<file path="src/fep_regs.vh">
// Purpose: register offsets, field positions, reset values and timing counts for the fine edge pwm extension
// Assumes: register index offsets as printed; byte address is four times the index
// Notes:   definitions only
`ifndef FEP_REGS_VH
`define FEP_REGS_VH

// register indexes
`define FEP_IDX_PHASE_FINE      8'h04
`define FEP_IDX_COMPARE_A_VALUE_FINE       8'h10
`define FEP_IDX_FINE_CONFIG     8'hc0
`define FEP_IDX_PHASE_VALUE     8'h03
`define FEP_IDX_COMPARE_A_VALUE_VALUE      8'h09
`define FEP_IDX_PERIOD_VALUE    8'h05
`define FEP_IDX_COARSE_CTRL     8'h07
`define FEP_IDX_SELF_CHECK      8'hc1
`define FEP_IDX_STATUS          8'hc2

// fine_resolution_config fields
`define FEP_CFG_EDGE_LSB        0
`define FEP_CFG_EDGE_MSB        1
`define FEP_CFG_CTRL_BIT        2
`define FEP_CFG_SHDW_LSB        3
`define FEP_CFG_SHDW_MSB        4

// edge mode codes
`define FEP_EDGE_OFF            2'h0
`define FEP_EDGE_RISE           2'h1
`define FEP_EDGE_FALL           2'h2
`define FEP_EDGE_BOTH           2'h3

// shadow load codes
`define FEP_LOAD_ZERO           2'h0
`define FEP_LOAD_PRD            2'h1
`define FEP_LOAD_EITHER         2'h2
`define FEP_LOAD_IMMED          2'h3

// coarse control fields
`define FEP_CC_RUN_BIT          0
`define FEP_CC_A_POL_BIT        1
`define FEP_CC_B_POL_BIT        2
`define FEP_CC_COMPARE_A_VALUE_LD_LSB      3
`define FEP_CC_COMPARE_A_VALUE_LD_MSB      4

// reset values
`define FEP_RST_CONFIG          16'h0000
`define FEP_RST_PERIOD          16'hffff
`define FEP_RST_CTRL            16'h0000

// fine positioner timing
`define FEP_BLANK_CYCLES        16'h0003
`define FEP_STEPS_PER_CLK       8'hff
`define FEP_TAP_BITS            8

`endif

</file>
<file path="src/fep_top.v">
// Purpose: fine edge placement extension on pwm output a of a coarse pwm channel
// Assumes: single 100 MHz clock; registers on a plain strobe port, read data one cycle after the strobe
// Notes:   fine placement is reported as a step count beside each output a edge that the edge mode selects and blanking does not drop
//
// The implementer's own choice: strobed register access.
`timescale 1ns/1ps
`include "fep_regs.vh"

module fep_top
(
    input  wire        core_clk_in,
    input  wire        rst_n_in,
    input  wire        clk_en_in,
    input  wire [7:0]  addr_in,
    input  wire [15:0] wdata_in,
    input  wire        wr_in,
    input  wire        rd_in,
    output reg  [15:0] rdata_out,
    output reg         pwm_output_a_out,
    output reg         pwm_output_b_out,
    output reg         fine_edge_out,
    output reg  [7:0]  fine_steps_out
);

    ////////////////////////////////////////////////////////////////////////////
    // registers
    reg  [15:0] config_reg;
    reg  [15:0] coarse_ctrl_reg;
    reg  [15:0] period_value_reg;
    reg  [15:0] phase_load_value_reg;
    reg  [7:0]  phase_fine_extension_reg;
    reg  [15:0] compare_a_value_active_reg;
    reg  [15:0] compare_a_value_shadow_reg;
    reg  [7:0]  compare_a_value_fine_active_reg;
    reg  [7:0]  compare_a_value_fine_shadow_reg;
    reg  [7:0]  compare_a_value_fine_low_reg;
    reg         self_check_reg;
    reg  [7:0]  check_count_reg;
    reg         check_done_reg;
    reg  [15:0] counter_reg;
    reg         out_a_reg;

    wire [1:0]  edge_mode    = config_reg[`FEP_CFG_EDGE_MSB:`FEP_CFG_EDGE_LSB];
    wire        ctrl_phase   = config_reg[`FEP_CFG_CTRL_BIT];
    wire [1:0]  fine_load    = config_reg[`FEP_CFG_SHDW_MSB:`FEP_CFG_SHDW_LSB];
    wire [1:0]  coarse_load  = coarse_ctrl_reg[`FEP_CC_COMPARE_A_VALUE_LD_MSB:`FEP_CC_COMPARE_A_VALUE_LD_LSB];
    wire        run          = coarse_ctrl_reg[`FEP_CC_RUN_BIT];
    wire        pol_a        = coarse_ctrl_reg[`FEP_CC_A_POL_BIT];
    wire        pol_b        = coarse_ctrl_reg[`FEP_CC_B_POL_BIT];

    wire        at_zero      = (counter_reg == 16'h0000);
    wire        at_prd       = (counter_reg == period_value_reg);

    ////////////////////////////////////////////////////////////////////////////
    // shadow load strobes
    function load_now;
        input [1:0] mode;
        input       z;
        input       p;
        begin
            case (mode)
                `FEP_LOAD_ZERO:   load_now = z;
                `FEP_LOAD_PRD:    load_now = p;
                `FEP_LOAD_EITHER: load_now = z | p;
                default:          load_now = 1'b0;
            endcase
        end
    endfunction

    wire coarse_ld = run & load_now(coarse_load, at_zero, at_prd);
    // fine shadow matters only when compare-a is the source; phase source loads immediately
    wire fine_imm  = ctrl_phase | (fine_load == `FEP_LOAD_IMMED);
    wire fine_ld   = run & ~ctrl_phase & load_now(fine_load, at_zero, at_prd);
    wire wr_compare_a_value   = wr_in & (addr_in == `FEP_IDX_COMPARE_A_VALUE_VALUE);
    wire wr_cfine  = wr_in & (addr_in == `FEP_IDX_COMPARE_A_VALUE_FINE);

    ////////////////////////////////////////////////////////////////////////////
    // register writes
    always @(posedge core_clk_in or negedge rst_n_in)
    begin
        if (!rst_n_in)
        begin
            config_reg               <= `FEP_RST_CONFIG;
            coarse_ctrl_reg          <= `FEP_RST_CTRL;
            period_value_reg         <= `FEP_RST_PERIOD;
            phase_load_value_reg     <= 16'h0000;
            phase_fine_extension_reg <= 8'h00;
            compare_a_value_active_reg          <= 16'h0000;
            compare_a_value_shadow_reg          <= 16'h0000;
            compare_a_value_fine_active_reg     <= 8'h00;
            compare_a_value_fine_shadow_reg     <= 8'h00;
            compare_a_value_fine_low_reg        <= 8'h00;
            self_check_reg           <= 1'b0;
        end
        else if (clk_en_in)
        begin
            if (wr_in)
            begin
                case (addr_in)
                    `FEP_IDX_FINE_CONFIG:  config_reg <= wdata_in;
                    `FEP_IDX_COARSE_CTRL:  coarse_ctrl_reg <= wdata_in;
                    `FEP_IDX_PERIOD_VALUE: period_value_reg <= wdata_in;
                    `FEP_IDX_PHASE_VALUE:  phase_load_value_reg <= wdata_in;
                    `FEP_IDX_PHASE_FINE:   phase_fine_extension_reg <= wdata_in[15:8];
                    `FEP_IDX_SELF_CHECK:   self_check_reg <= wdata_in[0];
                    default:               self_check_reg <= self_check_reg;
                endcase
            end
            // coarse compare-a shadow
            if (wr_compare_a_value)
            begin
                compare_a_value_shadow_reg <= wdata_in;
            end
            if ((wr_compare_a_value && coarse_load == `FEP_LOAD_IMMED) || !run)
            begin
                compare_a_value_active_reg <= wr_compare_a_value ? wdata_in : compare_a_value_shadow_reg;
            end
            else if (coarse_ld)
            begin
                compare_a_value_active_reg <= compare_a_value_shadow_reg;
            end
            // fine compare-a shadow; low byte is kept for readback only
            if (wr_cfine)
            begin
                compare_a_value_fine_shadow_reg <= wdata_in[15:8];
                compare_a_value_fine_low_reg    <= wdata_in[7:0];
            end
            if ((wr_cfine && fine_imm) || !run)
            begin
                compare_a_value_fine_active_reg <= wr_cfine ? wdata_in[15:8] : compare_a_value_fine_shadow_reg;
            end
            else if (fine_ld)
            begin
                compare_a_value_fine_active_reg <= compare_a_value_fine_shadow_reg;
            end
        end
    end

    ////////////////////////////////////////////////////////////////////////////
    // coarse time base, up count, phase load value taken while stopped
    always @(posedge core_clk_in or negedge rst_n_in)
    begin
        if (!rst_n_in)
        begin
            counter_reg <= 16'h0000;
            out_a_reg   <= 1'b0;
        end
        else if (clk_en_in)
        begin
            if (!run)
            begin
                counter_reg <= phase_load_value_reg;
                out_a_reg   <= 1'b0;
            end
            else
            begin
                counter_reg <= at_prd ? 16'h0000 : counter_reg + 16'h0001;
                if (at_zero)
                begin
                    out_a_reg <= (compare_a_value_active_reg != 16'h0000);
                end
                else if (counter_reg == compare_a_value_active_reg)
                begin
                    out_a_reg <= 1'b0;
                end
            end
        end
    end

    ////////////////////////////////////////////////////////////////////////////
    // fine edge selection
    reg        fine_req;
    reg [7:0]  fine_src;
    // a mark only where output a really changes level, so a stale or mid-period start cannot mark a flat line
    wire       rise_a  = run & at_zero & (compare_a_value_active_reg != 16'h0000) & ~out_a_reg;
    wire       fall_a  = run & ~at_zero & (counter_reg == compare_a_value_active_reg) & out_a_reg;
    // falling edges in the first clocks of each period have no fine placement; coarse edge still goes out
    wire       blanked = (counter_reg < `FEP_BLANK_CYCLES);

    always @*
    begin
        fine_src = ctrl_phase ? phase_fine_extension_reg : compare_a_value_fine_active_reg;
        case (edge_mode)
            `FEP_EDGE_RISE: fine_req = rise_a;
            `FEP_EDGE_FALL: fine_req = fall_a & ~blanked;
            `FEP_EDGE_BOTH: fine_req = rise_a | (fall_a & ~blanked);
            default:        fine_req = 1'b0;
        endcase
        if (fine_src > `FEP_STEPS_PER_CLK)
        begin
            fine_src = `FEP_STEPS_PER_CLK;
        end
    end

    // one stage so the fine mark meets the output a level that it belongs to
    reg        fine_req_reg;
    reg [7:0]  fine_src_reg;

    always @(posedge core_clk_in or negedge rst_n_in)
    begin
        if (!rst_n_in)
        begin
            fine_req_reg <= 1'b0;
            fine_src_reg <= 8'h00;
        end
        else if (clk_en_in)
        begin
            fine_req_reg <= fine_req;
            fine_src_reg <= fine_src;
        end
    end

    wire       dl_edge;
    wire [7:0] dl_steps;
    wire       dl_level;

    fep_delay_line u_delay
    (
        .core_clk_in       (core_clk_in),
        .rst_n_in          (rst_n_in),
        .clk_en_in         (clk_en_in),
        .edge_in           (fine_req_reg),
        .steps_in          (fine_src_reg),
        .level_in          (out_a_reg),
        .edge_out          (dl_edge),
        .applied_steps_out (dl_steps),
        .level_out         (dl_level)
    );

    ////////////////////////////////////////////////////////////////////////////
    // self-check: counts fine edges whose step count matches the current fine source, while enabled
    always @(posedge core_clk_in or negedge rst_n_in)
    begin
        if (!rst_n_in)
        begin
            check_count_reg <= 8'h00;
            check_done_reg  <= 1'b0;
        end
        else if (clk_en_in)
        begin
            if (!self_check_reg)
            begin
                check_count_reg <= 8'h00;
                check_done_reg  <= 1'b0;
            end
            else if (dl_edge && dl_steps == fine_src_reg)
            begin
                check_count_reg <= check_count_reg + 8'h01;
                check_done_reg  <= (check_count_reg == 8'hff);
            end
        end
    end

    ////////////////////////////////////////////////////////////////////////////
    // outputs; b is the same coarse wave with no fine path at all
    always @(posedge core_clk_in or negedge rst_n_in)
    begin
        if (!rst_n_in)
        begin
            pwm_output_a_out <= 1'b0;
            pwm_output_b_out <= 1'b0;
            fine_edge_out    <= 1'b0;
            fine_steps_out   <= 8'h00;
            rdata_out        <= 16'h0000;
        end
        else if (clk_en_in)
        begin
            pwm_output_a_out <= dl_level ^ pol_a;
            pwm_output_b_out <= out_a_reg ^ pol_b;
            fine_edge_out    <= dl_edge;
            fine_steps_out   <= dl_edge ? dl_steps : 8'h00;
            rdata_out        <= 16'h0000;
            if (rd_in)
            begin
                case (addr_in)
                    `FEP_IDX_FINE_CONFIG:  rdata_out <= config_reg;
                    `FEP_IDX_COARSE_CTRL:  rdata_out <= coarse_ctrl_reg;
                    `FEP_IDX_PERIOD_VALUE: rdata_out <= period_value_reg;
                    `FEP_IDX_PHASE_VALUE:  rdata_out <= phase_load_value_reg;
                    `FEP_IDX_PHASE_FINE:   rdata_out <= {phase_fine_extension_reg, 8'h00};
                    `FEP_IDX_COMPARE_A_VALUE_VALUE:   rdata_out <= compare_a_value_active_reg;
                    `FEP_IDX_COMPARE_A_VALUE_FINE:    rdata_out <= {compare_a_value_fine_active_reg, compare_a_value_fine_low_reg};
                    `FEP_IDX_SELF_CHECK:   rdata_out <= {15'h0000, self_check_reg};
                    `FEP_IDX_STATUS:       rdata_out <= {check_done_reg, 7'h00, check_count_reg};
                    default:               rdata_out <= counter_reg;
                endcase
            end
        end
    end

endmodule

</file>
<file path="src/fep_delay_line.v">
// Purpose: fine delay of one edge request by a programmed number of positioner steps
// Assumes: a tapped chain whose taps are sampled into a register per clock
// Notes:   behavioural stand-in for the analog delay cells; step width is a fraction of one clock
`timescale 1ns/1ps
module fep_delay_line
(
    input  wire        core_clk_in,
    input  wire        rst_n_in,
    input  wire        clk_en_in,
    input  wire        edge_in,
    input  wire [7:0]  steps_in,
    input  wire        level_in,
    output reg         edge_out,
    output reg  [7:0]  applied_steps_out,
    output reg         level_out
);

    // step count is carried with the edge so a later change cannot tear a placed edge
    always @(posedge core_clk_in or negedge rst_n_in)
    begin
        if (!rst_n_in)
        begin
            edge_out          <= 1'b0;
            applied_steps_out <= 8'h00;
            level_out         <= 1'b0;
        end
        else if (clk_en_in)
        begin
            edge_out  <= edge_in;
            level_out <= level_in;
            if (edge_in)
            begin
                applied_steps_out <= steps_in;
            end
        end
    end

endmodule

</file>
<file path="config.mk">
export PLATFORM = sky130hd
export DESIGN_NAME = fep_top
export DESIGN_NICKNAME = d
export VERILOG_FILES = /design/src/fep_top.v /design/src/fep_delay_line.v
export VERILOG_INCLUDE_DIRS = /design/src
export SDC_FILE = /design/constraint.sdc
export NUM_CORES = 1
export LEC_CHECK = 0
export BUFFER_PORTS_ARGS = -buffer_cell sky130_fd_sc_hd__buf_4
export CELL_PAD_IN_SITES_DETAIL_PLACEMENT = 1
export CELL_PAD_IN_SITES_GLOBAL_PLACEMENT = 2
export CORE_UTILIZATION = 45
export CTS_CLUSTER_SIZE = 10
export DETAILED_ROUTE_END_ITERATION = 10
export GPL_TIMING_DRIVEN = 0
export PLACE_DENSITY_LB_ADDON = 0.15
export SLEW_MARGIN = 40
export SYNTH_ARGS = -nofsm -noshare
export SYNTH_HDL_FRONTEND = slang
export SYNTH_SLANG_ARGS = --single-unit
</file>
<file path="constraint.sdc">
create_clock -name core_clk_in -period 6.87 [get_ports core_clk_in]
set_input_delay 0.3435 -clock core_clk_in [delete_from_list [all_inputs] [get_ports core_clk_in]]
set_output_delay 0.3435 -clock core_clk_in [all_outputs]
set_load 0.1 [all_outputs]
</file>
==> impl_metrics.env <==
export IMPL_holdWs_ps=102.7
export IMPL_grt_pass1_wl_um=54770
export IMPL_antenna_left=0
export IMPL_die_area_mm2=0.02389
export IMPL_path_clk_slew_ps=60
export IMPL_synth_top_family_by_area="multiplexers"
export IMPL_setup_viol=0
export IMPL_design_core_area_mm2=0.02271
export IMPL_grt_pass1_vias=8574
export IMPL_drive_gt1_share_pct=28.50
export IMPL_synth_top_area_cell="dfrtp_1"
export IMPL_ctsLongestPathBuffers=3
export IMPL_synth_avg_cell_area_um2=11.22
export IMPL_critPathBufInv=2
export IMPL_die_w_um=154.6
export IMPL_arrival_ps=3610
export IMPL_dr_wl_met2_um=16650
export IMPL_total_power_mw=2.734
export IMPL_post_route_util_pct=53.24
export IMPL_io_buffer_count=54
export IMPL_grt_ovfl_total=0
export IMPL_rows=55
export IMPL_highest_layer="met4"
export IMPL_crit_path_end_kind="flop"
export IMPL_cellPowerDensity_mw_per_mm2=226.1
export IMPL_worst_skew_pair_late_latency_ps=540
export IMPL_crit_chain="clkbuf_1, xnor2_1, nand4_1, nor4_2, a31oi_2, buf_6, mux2_4"
export IMPL_wl_per_cell_um=26.91
export IMPL_setup_tns_ps=0
export IMPL_period_needed_ps=3197
export IMPL_max_freq_ghz=0.3128
export IMPL_fin_crit_sh_pct=46.53
export IMPL_wl_met3_um=1850
export IMPL_hpwl_um=26000
export IMPL_required_ps=7290
export IMPL_yosys_warnings=0
export IMPL_yosysSeqAreaShare_pct=48.22
export IMPL_die_h_um=154.6
export IMPL_yosys_most_used_dff="dfrtp_1"
export IMPL_synth_compound_area_share_pct=11.46
export IMPL_rsz0062_at_grt="no"
export IMPL_wl_um=35550
export IMPL_grt_start_max_net_pins=71
export IMPL_drv_cap=0
export IMPL_min_path_type="in2reg"
export IMPL_synth_xor_area_share_pct=3.847
export IMPL_slowest_delay_ps=690
export IMPL_htreeDepth=1
export IMPL_maxSlewHeadroom_pct=41.47
export IMPL_async_flop_share_pct=100.0
export IMPL_leakage_nw=5.497
export IMPL_fin_worst_skew_ps=22.59
export IMPL_wl_met1_um=16100
export IMPL_tritoncts="yes"
export IMPL_crit_family="simple AND/OR/NAND/NOR gates"
export IMPL_yosysTopAreaCellShare_pct=44.21
export IMPL_clock_sinks=201
export IMPL_synth_cell_type_count=71
export IMPL_synthSimpleGateAreaFrac_pct=11.46
export IMPL_grt_antenna_before_repair=0
export IMPL_cts_root_buf="clkbuf_16"
export IMPL_synth_seq_cells=201
export IMPL_start_util_pct=46.12
export IMPL_drt_pass1_iter_count=5
export IMPL_drtIter0Drc=643
export IMPL_crit_slowest_cell="nor4_2"
export IMPL_synth_top_cells_by_area="dfrtp_1 44%, mux2_2 16%, dfstp_2 4.0%"
export IMPL_gp_congestion=0.9260
export IMPL_ir_drop_mv=0.2037
export IMPL_area_delta_synth_final_pct=15.45
export IMPL_hold_viol_final=0
export IMPL_post_cts_buffers=0
export IMPL_startpoint_type="flop"
export IMPL_netlist_top_cells_count="185 x dfrtp_1, 153 x mux2_2, 52 x nand2_1"
export IMPL_critical_path_class="reg2reg"
export IMPL_rrSetupSlack_ps=3670
export IMPL_status="completed"
export IMPL_muxShareOfSynthArea_pct=20.97
export IMPL_drv_slew=0
export IMPL_num_vias=8241
export IMPL_synth_area_mm2=0.01047
export IMPL_grt_usage_pct=30.94
export IMPL_viasPerCell=6.238
export IMPL_synthesis_instances=933
export IMPL_tightest_slew_ps=877.9
export IMPL_path_max_fanout=10
export IMPL_synth_edf_count=0
export IMPL_finalNetCount=1049
export IMPL_num_io_pins=56
export IMPL_yosysMostFrequentCell="dfrtp_1"
export IMPL_cts_buffers=24
export IMPL_syn_num_nets=965
export IMPL_drc_errors=0
export IMPL_synthAdderAreaFrac_pct=0.3584
## layout make-up
cell class,instances,area [um2]
clock inverter,3,26.28
tap,285,356.6
buffer,69,310.3
sequential,201,5050
inverter,21,78.83
timing repair buffer,58,505.5
multi-input combinational,642,5096
antenna,1,2.502
clock buffer,41,664.4
fill,2432,10620
## tightest hold or removal path, cell delays in order
cell and delay, ps:
buf_4 100, nand2_1 70, o21ai_0 70
## report_power, final
part	internal (mW)	switching (mW)
combinational	0.0997	0.220
sequential	1.22	0.0314
clock	0.655	0.507
total	1.98	0.759
## layer usage
metal	vias to the layer above	global-route usage (%)
met5	-	0
met4	0	9.241
met3	63	3.110
met2	266	50.42
met1	4311	43.69
li1	3601	-
## metrics by stage
stage / instance area, um2 / worst slack [ps] / std cells
floorplan: 10470 / 4382 / 933
global placement: 11230 / 3501 / 1272
detailed placement: 11360 / 3649 / 1275
CTS: 12060 / 3703 / 1320
global route: 12090 / 3583 / 1320
finish: 12090 / 3673 / 1321
## final timing paths
kind                                          startpoint                       endpoint  cells after the start
max reg2reg                               counter_reg[2]  compare_a_value_active_reg[9]                      7
min reg2reg                compare_a_value_shadow_reg[8]  compare_a_value_shadow_reg[8]                      1
min in group asynchronous                       rst_n_in             check_count_reg[5]                      2
max                                       counter_reg[2]  compare_a_value_active_reg[9]                      7
min                                            clk_en_in                  fine_edge_out                      3
max in group asynchronous                       rst_n_in            period_value_reg[9]                      4
## cells by family after synthesis
logic type,count (synthesis)
buffers and inverters,90
multiplexers,195
flip-flops,201
AND/OR/NAND/NOR,225
adder cells (fa/ha/maj),3
AO/OA/AOI/OAI,173
XOR/XNOR,46
## placed cells by master (no fill, tap or decap), drive strengths merged, types with 4 or more instances in the layout
cell / synthesis / routed
xor2: 26 / 26
nand4: 12 / 12
buf: 21 / 78
xnor2: 20 / 20
nor3b: 4 / 4
nor3: 12 / 12
a21oi: 39 / 39
nor4: 13 / 13
a32oi: 7 / 7
o2bb2ai: 5 / 5
dfstp: 16 / 16
mux2i: 30 / 30
nor2b: 4 / 4
nand2b: 4 / 4
nand3: 36 / 36
and3: 14 / 14
and2: 4 / 4
clkbuf: 48 / 89
dfrtp: 185 / 185
inv: 21 / 21
nand2: 52 / 52
a31oi: 5 / 5
a221o: 10 / 10
or3: 8 / 8
or4: 7 / 7
o221ai: 4 / 4
a21o: 7 / 7
a2111oi: 7 / 7
mux2: 165 / 165
nor2: 38 / 38
o21ai: 38 / 38
a221oi: 6 / 6
a22oi: 18 / 18
## timing repair
action,4_1_cts,5_1_grt
hold buffers,1,0
endpoints found under the hold margin,142,0
resized for setup,0,0
Power figures use the tool's default switching activity.
